`config.mk`:
```
export PLATFORM = sky130hd
export DESIGN_NAME = fcg_clock_control
export DESIGN_NICKNAME = d
export VERILOG_FILES = /design/src/fcg_pkg.sv /design/src/fcg_clock_control.sv /design/src/fcg_sync2.sv
export SDC_FILE = /design/constraint.sdc
export NUM_CORES = 1
export LEC_CHECK = 0
export BUFFER_PORTS_ARGS = -buffer_cell sky130_fd_sc_hd__buf_2
export CAP_MARGIN = 25
export CORE_MARGIN = 4
export CORE_UTILIZATION = 53
export CTS_BUF_LIST = sky130_fd_sc_hd__clkbuf_16
export CTS_CLUSTER_DIAMETER = 200
export DETAILED_ROUTE_END_ITERATION = 12
export GPL_TIMING_DRIVEN = 0
export PLACE_DENSITY = 0.85
export SLEW_MARGIN = 20
export SYNTH_ARGS = -nofsm -noshare
export SYNTH_HDL_FRONTEND = slang
export SYNTH_HIERARCHICAL = 1
export SYNTH_SLANG_ARGS = --single-unit
```
`constraint.sdc`:
```
create_clock -name clk -period 5.28 [get_ports clk]
set_clock_uncertainty 0.1 [all_clocks]
set_input_delay 0.264 -clock clk [delete_from_list [all_inputs] [get_ports clk]]
set_output_delay 0.264 -clock clk [all_outputs]
set_load 0.03 [all_outputs]
```
`src/fcg_pkg.sv`:
```
// shared constants and types for the clock generator control block
package fcg_pkg;

    // register byte addresses on the AXI4-Lite bus
    localparam logic [3:0] ADDR_CTRL1 = 4'h0;
    localparam logic [3:0] ADDR_CTRL2 = 4'h4;
    localparam logic [3:0] ADDR_STATUS = 4'h8;
    localparam int ADDR_W = 4;

    // clock_gen_control_1 field positions
    localparam int GAIN_BIT = 7;
    localparam int RANGE_BIT = 6;
    localparam int REFTYPE_BIT = 5;
    localparam int MODE_HI = 4;
    localparam int MODE_LO = 3;

    // second control register: loop multiplier and output divider fields
    localparam int MULT_HI = 6;
    localparam int MULT_LO = 4;
    localparam int DIV_HI = 2;
    localparam int DIV_LO = 0;

    // status register field positions
    localparam int ST_EXTREF_BIT = 0;
    localparam int ST_BUSY_BIT = 1;
    localparam int ST_MODE_LO = 2;
    localparam int ST_MODE_HI = 3;
    localparam int ST_EXTLOCK_BIT = 4;

    // reset values
    localparam logic [7:0] CTRL1_RESET = 8'h00;
    localparam logic [2:0] MULT_RESET = 3'h0;
    localparam logic [2:0] DIV_RESET = 3'h0;

    // AXI response codes
    localparam logic [1:0] RESP_OKAY = 2'h0;
    localparam logic [1:0] RESP_SLVERR = 2'h2;

    // clock modes as held in the mode field
    localparam logic [1:0] MODE_SELF = 2'h0;
    localparam logic [1:0] MODE_INTLOOP = 2'h1;
    localparam logic [1:0] MODE_BYPASS = 2'h2;
    localparam logic [1:0] MODE_EXTLOOP = 2'h3;

    // loop ratio constants
    localparam logic [6:0] PRESCALE_LOW = 7'h40;
    localparam logic [6:0] PRESCALE_HIGH = 7'h01;
    localparam logic [6:0] INTREF_PREDIV = 7'h07;
    localparam logic [6:0] INTREF_POSTMUL = 7'h40;
    localparam logic [10:0] RATIO_ONE = 11'h001;

    // mode switch sequencer
    typedef enum logic [2:0] {
        SW_STEADY = 3'b001,
        SW_WAITREF = 3'b010,
        SW_SWAP = 3'b100
    } fcg_switch_t;

endpackage : fcg_pkg

```
`src/fcg_clock_control.sv`:
```
// clock generator control: mode sequencing, loop ratios and registers
//
// Summary of operation
// RULE1 - high gain bit picks low power or high gain; first write only.
// RULE2 - range bit: low band prescale 64, high band prescale 1; write-once.
// RULE3 - range matters only in the two external reference modes.
// RULE4 - reference type bit: 0 external clock, 1 crystal; write-once.
// RULE5 - mode field: 00 self, 01 FLL internal, 10 bypass ext, 11 FLL ext.
// RULE6 - bypass external mode not entered until external status reads 1.
// RULE7 - entering off mode leaves the programmed mode field unchanged.
// RULE8 - mode writes ignored while a previous mode change is unfinished.
// RULE9 - first mode write 0X locks out later 1X writes until reset.
// RULE10 - multiplier field decodes 4,6,8,10,12.
// RULE11 - divider field decodes 1,2,4,8,16.
// RULE12 - FLL external output is external times P times N over R.
// RULE13 - FLL internal output is internal over 7 times 64 times N over R.
// RULE14 - self mode is loop clock over R; bypass is external over R.
// RULE15 - per mode power: reference generator, loop oscillator, open loop.
// RULE16 - after reset the generator runs self-clocked.
// RULE17 - while external reference pending, keep clocking from old source.
//
// Our own choices: the AXI4-Lite interface to the registers and the address map.
module fcg_clock_control
    import fcg_pkg::*;
(
    input wire logic clk,
    input wire logic reset_n,
    // AXI4-Lite slave
    input wire logic s_axi_awvalid,
    output logic s_axi_awready,
    input wire logic [ADDR_W-1:0] s_axi_awaddr,
    input wire logic s_axi_wvalid,
    output logic s_axi_wready,
    input wire logic [31:0] s_axi_wdata,
    input wire logic [3:0] s_axi_wstrb,
    output logic s_axi_bvalid,
    input wire logic s_axi_bready,
    output logic [1:0] s_axi_bresp,
    input wire logic s_axi_arvalid,
    output logic s_axi_arready,
    input wire logic [ADDR_W-1:0] s_axi_araddr,
    output logic s_axi_rvalid,
    input wire logic s_axi_rready,
    output logic [31:0] s_axi_rdata,
    output logic [1:0] s_axi_rresp,
    // status from the external reference and the power controller
    input wire logic extRefClockStatus,
    input wire logic genOffRequest,
    // clock generator controls
    output logic [1:0] activeMode,
    output logic useExtSource,
    output logic intRefEnable,
    output logic loopOscEnable,
    output logic loopOscOpen,
    output logic oscEnable,
    output logic oscHighGain,
    output logic oscHighRange,
    output logic oscCrystal,
    output logic [10:0] ratioNum,
    output logic [6:0] ratioDen
);

    ////////////////////////////////////////////////////////////////////
    // register state

    logic highGainSelect;
    logic rangeSelect;
    logic extRefTypeSelect;
    logic [1:0] clockModeSelect;
    logic [2:0] loopMultiplierField;
    logic [2:0] outputDividerField;
    logic onceWritten;
    logic modeWritten;
    logic extLocked;
    logic extRefSync;
    fcg_switch_t swState;

    logic awHeld;
    logic wHeld;
    logic [ADDR_W-1:0] awAddr;
    logic [7:0] wByte;
    logic wLane;
    logic doWrite;
    logic wrCtrl1;
    logic wrCtrl2;
    logic modeBusy;
    logic [1:0] newMode;
    logic modeAccept;

    // external status comes from the oscillator domain
    fcg_sync2 #(.WIDTH(1)) extRefSyncer (
        .clk(clk),
        .reset_n(reset_n),
        .asyncIn(extRefClockStatus),
        .syncOut(extRefSync)
    );

    ////////////////////////////////////////////////////////////////////
    // write channel: address and data taken in either order

    assign s_axi_awready = !awHeld && !s_axi_bvalid;
    assign s_axi_wready = !wHeld && !s_axi_bvalid;
    assign doWrite = awHeld && wHeld && !s_axi_bvalid;
    assign wrCtrl1 = doWrite && wLane && (awAddr == ADDR_CTRL1);
    assign wrCtrl2 = doWrite && wLane && (awAddr == ADDR_CTRL2);
    assign newMode = wByte[MODE_HI:MODE_LO];
    assign modeBusy = (swState != SW_STEADY);
    // a refused mode write still completes on the bus with OKAY
    assign modeAccept = wrCtrl1 && !modeBusy //RULE8
        && !(extLocked && newMode[1]); //RULE9

    // hold address and data until both have arrived
    always_ff @(posedge clk or negedge reset_n) begin
        if (!reset_n) begin
            awHeld <= 1'b0;
            wHeld <= 1'b0;
            awAddr <= '0;
            wByte <= 8'h00;
            wLane <= 1'b0;
        end else begin
            if (s_axi_awvalid && s_axi_awready) begin
                awHeld <= 1'b1;
                awAddr <= s_axi_awaddr;
            end else if (doWrite) begin
                awHeld <= 1'b0;
            end
            if (s_axi_wvalid && s_axi_wready) begin
                wHeld <= 1'b1;
                wByte <= s_axi_wdata[7:0];
                wLane <= s_axi_wstrb[0];
            end else if (doWrite) begin
                wHeld <= 1'b0;
            end
        end
    end

    // write response, error for an unmapped or read-only address
    always_ff @(posedge clk or negedge reset_n) begin
        if (!reset_n) begin
            s_axi_bvalid <= 1'b0;
            s_axi_bresp <= RESP_OKAY;
        end else if (doWrite) begin
            s_axi_bvalid <= 1'b1;
            s_axi_bresp <= (awAddr == ADDR_CTRL1 || awAddr == ADDR_CTRL2)
                ? RESP_OKAY : RESP_SLVERR;
        end else if (s_axi_bready) begin
            s_axi_bvalid <= 1'b0;
        end
    end

    ////////////////////////////////////////////////////////////////////
    // control register fields

    // write-once bits: the first write after reset wins, later ones drop
    always_ff @(posedge clk or negedge reset_n) begin
        if (!reset_n) begin
            highGainSelect <= CTRL1_RESET[GAIN_BIT];
            rangeSelect <= CTRL1_RESET[RANGE_BIT];
            extRefTypeSelect <= CTRL1_RESET[REFTYPE_BIT];
            onceWritten <= 1'b0;
        end else if (wrCtrl1 && !onceWritten) begin
            highGainSelect <= wByte[GAIN_BIT]; //RULE1
            rangeSelect <= wByte[RANGE_BIT]; //RULE2
            extRefTypeSelect <= wByte[REFTYPE_BIT]; //RULE4
            onceWritten <= 1'b1;
        end
    end

    // mode field; the off request never touches it
    always_ff @(posedge clk or negedge reset_n) begin
        if (!reset_n) begin
            clockModeSelect <= CTRL1_RESET[MODE_HI:MODE_LO]; //RULE16
            modeWritten <= 1'b0;
            extLocked <= 1'b0;
        end else if (modeAccept) begin
            clockModeSelect <= newMode; //RULE7
            modeWritten <= 1'b1;
            if (!modeWritten && !newMode[1]) begin
                extLocked <= 1'b1; //RULE9
            end
        end
    end

    // loop multiplier and output divider, writable at any time
    always_ff @(posedge clk or negedge reset_n) begin
        if (!reset_n) begin
            loopMultiplierField <= MULT_RESET;
            outputDividerField <= DIV_RESET;
        end else if (wrCtrl2) begin
            loopMultiplierField <= wByte[MULT_HI:MULT_LO];
            outputDividerField <= wByte[DIV_HI:DIV_LO];
        end
    end

    ////////////////////////////////////////////////////////////////////
    // mode switch sequencer

    // external modes wait for a valid reference; the old source stays
    // selected meanwhile so the output never sees a half-started clock
    always_ff @(posedge clk or negedge reset_n) begin
        if (!reset_n) begin
            swState <= SW_STEADY;
            activeMode <= MODE_SELF; //RULE16
        end else begin
            case (swState)
                SW_STEADY: begin
                    if (clockModeSelect != activeMode) begin
                        swState <= SW_WAITREF;
                    end
                end
                SW_WAITREF: begin
                    if (!clockModeSelect[1] || extRefSync) begin //RULE6
                        swState <= SW_SWAP;
                    end
                end
                SW_SWAP: begin
                    activeMode <= clockModeSelect; //RULE17
                    swState <= SW_STEADY;
                end
                default: begin
                    swState <= SW_STEADY;
                end
            endcase
        end
    end

    ////////////////////////////////////////////////////////////////////
    // loop ratio decode

    function automatic logic [3:0] decodeMult(input logic [2:0] code);
        case (code)
            3'h0: decodeMult = 4'h4;
            3'h1: decodeMult = 4'h6;
            3'h2: decodeMult = 4'h8;
            3'h3: decodeMult = 4'hA;
            default: decodeMult = 4'hC;
        endcase
    endfunction : decodeMult

    function automatic logic [4:0] decodeDiv(input logic [2:0] code);
        case (code)
            3'h0: decodeDiv = 5'h01;
            3'h1: decodeDiv = 5'h02;
            3'h2: decodeDiv = 5'h04;
            3'h3: decodeDiv = 5'h08;
            default: decodeDiv = 5'h10;
        endcase
    endfunction : decodeDiv

    logic [3:0] multN;
    logic [4:0] divR;
    logic [6:0] prescaleP;
    logic [10:0] next_ratioNum;
    logic [6:0] next_ratioDen;

    assign multN = decodeMult(loopMultiplierField); //RULE10
    assign divR = decodeDiv(outputDividerField); //RULE11
    assign prescaleP = rangeSelect ? PRESCALE_HIGH : PRESCALE_LOW; //RULE2

    // output frequency over reference frequency, as numerator/denominator
    always_comb begin
        next_ratioNum = RATIO_ONE;
        next_ratioDen = {2'h0, divR};
        case (activeMode)
            MODE_EXTLOOP: begin
                next_ratioNum = 11'(prescaleP * multN); //RULE12
            end
            MODE_INTLOOP: begin
                next_ratioNum = 11'(INTREF_POSTMUL * multN); //RULE13
                next_ratioDen = 7'(INTREF_PREDIV * divR); //RULE13
            end
            default: begin
                next_ratioNum = RATIO_ONE; //RULE14
            end
        endcase
    end

    ////////////////////////////////////////////////////////////////////
    // power and source controls, registered

    always_ff @(posedge clk or negedge reset_n) begin
        if (!reset_n) begin
            ratioNum <= RATIO_ONE;
            ratioDen <= 7'h01;
            useExtSource <= 1'b0;
            intRefEnable <= 1'b0;
            loopOscEnable <= 1'b1;
            loopOscOpen <= 1'b1;
            oscEnable <= 1'b0;
            oscHighGain <= 1'b0;
            oscHighRange <= 1'b0;
            oscCrystal <= 1'b0;
        end else begin
            ratioNum <= next_ratioNum;
            ratioDen <= next_ratioDen;
            useExtSource <= (activeMode == MODE_BYPASS); //RULE14
            // off mode gates power only; the field stays as programmed
            intRefEnable <= !genOffRequest && activeMode == MODE_INTLOOP; //RULE15
            loopOscEnable <= !genOffRequest && activeMode != MODE_BYPASS; //RULE15
            loopOscOpen <= (activeMode == MODE_SELF); //RULE15
            oscEnable <= !genOffRequest && activeMode[1];
            oscHighGain <= highGainSelect; //RULE1
            oscHighRange <= rangeSelect && activeMode[1]; //RULE3
            oscCrystal <= extRefTypeSelect; //RULE4
        end
    end

    ////////////////////////////////////////////////////////////////////
    // read channel, answer one cycle after the address is taken

    assign s_axi_arready = !s_axi_rvalid;

    always_ff @(posedge clk or negedge reset_n) begin
        if (!reset_n) begin
            s_axi_rvalid <= 1'b0;
            s_axi_rdata <= 32'h00000000;
            s_axi_rresp <= RESP_OKAY;
        end else if (s_axi_arvalid && s_axi_arready) begin
            s_axi_rvalid <= 1'b1;
            s_axi_rdata <= 32'h00000000;
            s_axi_rresp <= RESP_OKAY;
            case (s_axi_araddr)
                ADDR_CTRL1: begin
                    s_axi_rdata[GAIN_BIT] <= highGainSelect;
                    s_axi_rdata[RANGE_BIT] <= rangeSelect;
                    s_axi_rdata[REFTYPE_BIT] <= extRefTypeSelect;
                    s_axi_rdata[MODE_HI:MODE_LO] <= clockModeSelect; //RULE5
                end
                ADDR_CTRL2: begin
                    s_axi_rdata[MULT_HI:MULT_LO] <= loopMultiplierField;
                    s_axi_rdata[DIV_HI:DIV_LO] <= outputDividerField;
                end
                ADDR_STATUS: begin
                    s_axi_rdata[ST_EXTREF_BIT] <= extRefSync;
                    s_axi_rdata[ST_BUSY_BIT] <= modeBusy;
                    s_axi_rdata[ST_MODE_HI:ST_MODE_LO] <= activeMode;
                    s_axi_rdata[ST_EXTLOCK_BIT] <= extLocked;
                end
                default: begin
                    s_axi_rresp <= RESP_SLVERR;
                end
            endcase
        end else if (s_axi_rready) begin
            s_axi_rvalid <= 1'b0;
        end
    end

endmodule : fcg_clock_control

```
`src/fcg_sync2.sv`:
```
// two-flop synchroniser for a level arriving from outside the clock domain
module fcg_sync2 #(
    parameter int WIDTH = 1
) (
    input wire logic clk,
    input wire logic reset_n,
    input wire logic [WIDTH-1:0] asyncIn,
    output logic [WIDTH-1:0] syncOut
);

    logic [WIDTH-1:0] stage1;

    // first stage feeds only the second stage
    always_ff @(posedge clk or negedge reset_n) begin
        if (!reset_n) begin
            stage1 <= '0;
            syncOut <= '0;
        end else begin
            stage1 <= asyncIn;
            syncOut <= stage1;
        end
    end

endmodule : fcg_sync2

```
---- After elaboration in Yosys (flattened, before gate mapping) ----
Index checks and enable logic that the tools add are counted.
word-level totals
  output and inout bits ................... 69
  register bits ........................... 76
operators by class
  $mul .................................... 2
  multiplexer cells ....................... 22
  reduce and logical (&&, ||, !) cells .... 44
  equality and inequality tests ........... 20
operators by type and width
  operator                                                               count
  11-bit one-hot mux with 2 select lines                                 1
  5-bit one-hot mux with 4 select lines                                  1
  1-bit logical AND                                                      19
  4-bit one-hot mux with 4 select lines                                  1
  3-bit by 2-bit equality test with 1-bit output, second input constant  5
  7-bit 2-to-1 mux                                                       2
  3-bit one-hot mux with 2 select lines                                  2
  1-bit logical NOT                                                      11
  7-bit by 4-bit multiplier with 11-bit output                           1
  3-bit by 1-bit equality test with 1-bit output, second input constant  3
  4-bit by 3-bit equality test with 1-bit output, second input constant  2
  4-bit logical NOT                                                      2
  1-bit 2-to-1 mux                                                       8
  2-bit nonzero test                                                     4
  3-bit by 5-bit multiplier with 7-bit output, first input constant      1
  3-bit logical NOT                                                      2
  3-bit 2-to-1 mux                                                       2
  2-bit inequality test, second input constant                           3
  2-bit equality test, second input constant                             2
  4-bit equality test, second input constant                             1
  2-bit 2-to-1 mux                                                       2
  2-bit one-hot mux with 2 select lines                                  1
  2-bit AND reduction                                                    2
  3-bit equality test, second input constant                             1
  other kinds (8)                                                        9

---- Depth between registers and ports, before layout ----
  depth after elaboration ................. 7
  mapped depth ............................ 13
  mapped depth without buffers ............ 12

---- Modules after synthesis ----
Netlist, hierarchy kept.
modules (own cells, without submodules)
  module             area an instance (sq um)  times used  cells each  sequential area each (sq um)
  fcg_clock_control  3,158.0                   1           274         1,707.9
  fcg_sync2          50.0                      1           2           50.0

---- Worst setup path after synthesis ----
Ideal clock, no wire load.
  kind .................................... register to register
  from .................................... reg outputDividerField[0]
  to ...................................... reg ratioDen[5]
  library setup time ...................... 0.073 ns
  data arrival time ....................... 2.696 ns
  required time ........................... 5.107 ns
  stages on the path, launching flop included .. 10
  setup slack ............................. 2.411 ns
  path buffers ............................ 0
  cells stage by stage .................... dfrtp_1 -> or3b_2 -> ha_1 -> nor2_1 -> fa_1 -> ha_1 -> a21o_1 -> a21oi_1 -> xnor3_1 -> nor2_1
between the ends
  word-level cells in the longest chain between the ends .. 4
  elaborated cells on any way between the ends .. 7
  those cells by class .................... mul: 1; eq/ne: 3; mux: 2; reduce/logical: 1
RTL lines
  element                                                                 RTL line                  source
  from (decl)                                                             fcg_clock_control.sv:71   logic [2:0] outputDividerField;
  from (signal assigned)                                                  fcg_clock_control.sv:191  outputDividerField <= wByte[DIV_HI:DIV_LO];
  3-bit by 2-bit equality test with 1-bit output (tied with other cells)  fcg_clock_control.sv:241  case (code)
  5-bit one-hot mux with 4 select lines (*)                               fcg_clock_control.sv:241
  3-bit by 5-bit multiplier with 7-bit output (*)                         fcg_clock_control.sv:270  next_ratioDen = 7'(INTREF_PREDIV * divR);
  7-bit 2-to-1 mux (*)                                                    fcg_clock_control.sv:264  case (activeMode)
  net next_ratioDen[5]                                                    fcg_clock_control.sv:254  logic [6:0] next_ratioDen;
  to (signal assigned)                                                    fcg_clock_control.sv:295  ratioDen <= next_ratioDen;
  to (decl)                                                               fcg_clock_control.sv:60   output logic [6:0] ratioDen
Mark *: on every way through the listed nets, which the timed path passes. The rest lies on a longest branch.
A chain may end at the register's enable or synchronous reset.

---- Worst setup path after layout ----
  from .................................... reg outputDividerField[1]
  to ...................................... reg ratioDen[6]
Same word-level chain as after synthesis.

==> results.txt <==
* Number of failing hold endpoints at the final stage: 0
- Via count of the first global-routing pass: 2,161
* Num ports: 122
- Nature of the critical path endpoint: register
- Class of the most critical hold timing path: input port to register
- By startpoint and endpoint, the worst setup path is classified as register to register.
* Startpoint Class: register
* Worst-margin pin slew: 815.6 ps
- CTS tree: done
* Max incr delay on CP: 500 ps
* Hold Crit Depth: 2
- Yosys warning count: 6
- Max Root-Sink Buffers: 2
* Cell taking the most area after synthesis: dfrtp_1
* Number of resized instances in the post-cts repair step: 0
- The tree is rooted in a clkbuf_16.
- The repair_antennas step left the layout with diodes totalling 0.
* Core region area: 0.005886 mm^2
- STA puts the critical path data required time at 5420 ps.
- For this run, the detailed router's first-pass iteration total came to 4.
- Fraction of synthesis flops using an asynchronous set or reset pin: 100.0%
- After synthesis, the cell types taking the most area are dfrtp_1, buf_4, mux2_2.
- Final setup vio count: 0
- Met2 layer usage reported by global route: 29.80%
- # DRC: 0
- The filler cells instantiated in the layout total 459.
- Once detail routing completed, the nets flagged for antenna violations numbered 0.
- Wire length of the first global-routing pass: 10,320 um
- LEAKAGE: 0.002140 uW
- Most Crowded Layer GR: met2
- The worst pin sits at a relative slew slack of 45.13%.
* Flip-flop and latch count after synthesis: 70
* Area growth syn-to-layout: 26.83%
- Maximum fanout along the worst path: 8
* Reg2reg start: outputDividerField[1]$_DFFE_PN0P_
* Total of max-cap violations: 0
- Reg2Reg Capture Point: ratioDen[6]$_DFF_PN0_
- Pins Over Slew Limit: 0
* Run status: finished, final reports clean
- Kind of cell with the highest combined delay on the critical path: adder cells
- Counting the buffers created by CTS gives 9.
- Power spread over the standard cell area amounts to 501.8 mW/mm^2.
- Clock-pin slew on the worst setup and hold paths: 60 ps
- Hold Startpoint: s_axi_rready
* Number of hold-repair buffers added at the cts stage: 3
- Met3 Usage GRT: 6.916%
- The worst hold path terminates at s_axi_rvalid$_DFFE_PN0P_.
- Half-perimeter wire length after placement: 4618 um
* Horizontal extent of the die: 85.80 um
* Net count, final: 445
- After synthesis, the netlist uses 47 different library cells.
* Number of antenna violations at the first check in global routing: 0
- At the end of the flow the core is filled with cells to 69.13%.
* Pin count of the biggest net entering global routing: 38
- The first routing iteration left 79 violations.
- GP Congestion: 0.7710
- Measured along the y axis, the die boundary spans 85.80 um.
- Max Freq: 316.4 MHz
* Setup repair after global routing missed its margin: false
- The smallest clock period supported by the final layout is computed as 3161 ps.
- In the global route stage, met1 resource usage came out at 21.88%.
* Overflow left after global routing: 0
* Final Total Pwr: 2042 uW
* Starting utilization of the core area: 54.51%
- Post-CTS timing repair inserted 0 buffers for setup.
- Across every metal layer, demand over resource in global routing totals 18.19%.
- The slowest stage of the critical path is the or3b_2 cell.
- Dividing the detail-routed wire length by the instance count gives 13.14 um.
* Mean cell area of the mapped netlist: 11.62 um^2
- Number of synthesized flops with an enable pin: 0
* Detailed-route via count: 2,211
* Reg2Reg Setup Slack: 2120 ps
- Sum Neg Setup Slack: 0 ps
* Portion of synthesized cell area occupied by the leading cell type: 50.70%
- In the routed layout, each cell is associated on average with a via count of 4.775.
- Site Rows: 28
* Buffer and inverter count on the worst path: 1
- For this run, the register share of the synthesized area comes to 54.80%.
- List of cells traversed by the critical path: or3b_2 > ha_1 > nor2_1 > fa_1 > ha_1 > inv_1 > fa_1 > nor2b_1 > nor3_1 > mux2i_1 > a21oi_1
- Total wirelength of the detailed-routed design: 6083 um
- Fraction of the cycle the final worst path needs: 59.87%
- In the synthesized netlist the dominant register cell turns out to be dfrtp_1.
* Layout cell share with drive strength beyond 1: 37.63%
- Clock insertion delay at the later pin of the skew report: 330 ps
* Sink Count: 70
* Worst Reg-to-Reg Cells: 11
- Inst Count DP: 444
- Synthesized netlist cell count: 276
- VDD sags by at most 0.0003300 V.
- The mapped netlist covers 0.003208 mm^2.
* PortBufs: 63
- The finished layout holds 463 standard cells, fillers aside.
- Data on the critical path arrives at its endpoint at 3300 ps.
* Area of the die: 0.007362 mm^2
- Number of H-tree branching levels: 3
[synth_stat cells (2+ instances only)]
master,count
nand2_1,22
nor2_1,22
buf_6,2
xor2_1,2
and3b_1,3
nor3b_1,3
ha_1,6
a21oi_1,5
mux2_2,19
inv_1,13
buf_4,30
a22oi_1,2
mux2i_1,2
a21o_1,3
a32oi_1,2
clkbuf_1,4
o21ai_0,16
nand3b_1,2
mux2_4,6
nor2b_1,6
nand2b_1,4
dfrtp_1,65
dfstp_2,5
nor3_1,5
fa_1,3
nor4_1,2
buf_2,2
[flip-flops by register name, summed over array words and instances, names as in the netlist, 2 cells and up]
| signal | count |
|---|---|
| activeMode | 2 |
| s_axi_rdata | 8 |
| clockModeSelect | 2 |
| outputDividerField | 3 |
| loopMultiplierField | 3 |
| awAddr | 4 |
| ratioDen | 7 |
| wByte | 8 |
| swState | 3 |
| ratioNum | 7 |
[power breakdown]
| part | leakage, uW | internal (uW) | switching [uW] |
|---|---|---|---|
| clock network | 0.000133 | 361 | 220 |
| registers | 0.000899 | 696 | 111 |
| logic | 0.00111 | 295 | 359 |
| total | 0.00214 | 1350 | 689 |
[layout by cell type, fill, tap and decap left out, types with 9 or more instances in the layout]
cell / instances
clkbuf_16: 9
conb_1: 30
nand2_1: 22
buf_2: 64
inv_1: 13
o21ai_0: 16
dfrtp_1: 65
mux2_2: 19
buf_4: 31
nor2_1: 22
[worst max path at each step]
stage / depth (start not counted) / end / start
6_report: 11 / ratioDen[6]$_DFF_PN0_ / outputDividerField[1]$_DFFE_PN0P_
5_1_grt: 11 / ratioDen[6]$_DFF_PN0_ / outputDividerField[1]$_DFFE_PN0P_
2_1_floorplan: 9 / ratioDen[5]$_DFF_PN0_ / outputDividerField[0]$_DFFE_PN0P_
3_3_place_gp: 9 / ratioDen[5]$_DFF_PN0_ / outputDividerField[1]$_DFFE_PN0P_
4_1_cts: 11 / ratioDen[6]$_DFF_PN0_ / outputDividerField[1]$_DFFE_PN0P_
3_5_place_dp: 11 / ratioDen[6]$_DFF_PN0_ / outputDividerField[1]$_DFFE_PN0P_
[per-layer routing]
metal | vias up | part of all wire [%]
met4 | 0 | 1.5
met3 | 11 | 9.3
met1 | 1033 | 40
li1 | 1084 | -
met5 | - | 0
met2 | 83 | 49
[area by class of cell]
type	count	area [um^2]	area share, %
Clock inverter	7	65.06	1.599
Clock buffer	9	225.2	5.535
Timing Repair Buffer	67	367.9	9.041
Tap cell	75	93.84	2.306
Inverter	13	48.80	1.199
Multi-Input combinational cell	184	1237	30.41
Sequential cell	70	1758	43.20
Buffer	38	272.8	6.704
[kinds of logic (layout without fill, tap and decap cells)]
kind of cell             after synthesis  in the layout  synth area share [%]
AND/OR/NAND/NOR                       77             77                 12.17
flip-flops                            70             70                 54.80
buffers and inverters                 51            134                 10.02
AO/OA/AOI/OAI                         37             37                 7.060
multiplexers                          27             27                 10.10
adder cells (fa/ha/maj)                9              9                 4.212
XOR/XNOR                               4              4                 1.521
other                                  1             30                0.1169
[per-stage QoR]
stage | setup WS (ps) | cell area [um^2] | hold WS [ps]
global route | 1890 | 4069 | 24.52
floorplan | 2411 | 3317 | -131.6
global placement | 2261 | 3726 | 231.3
CTS | 2095 | 4069 | 7.154
detailed placement | 2105 | 3749 | 140.3
finish | 2119 | 4069 | 11.76
No activity file was read; power rests on OpenSTA's default activity.
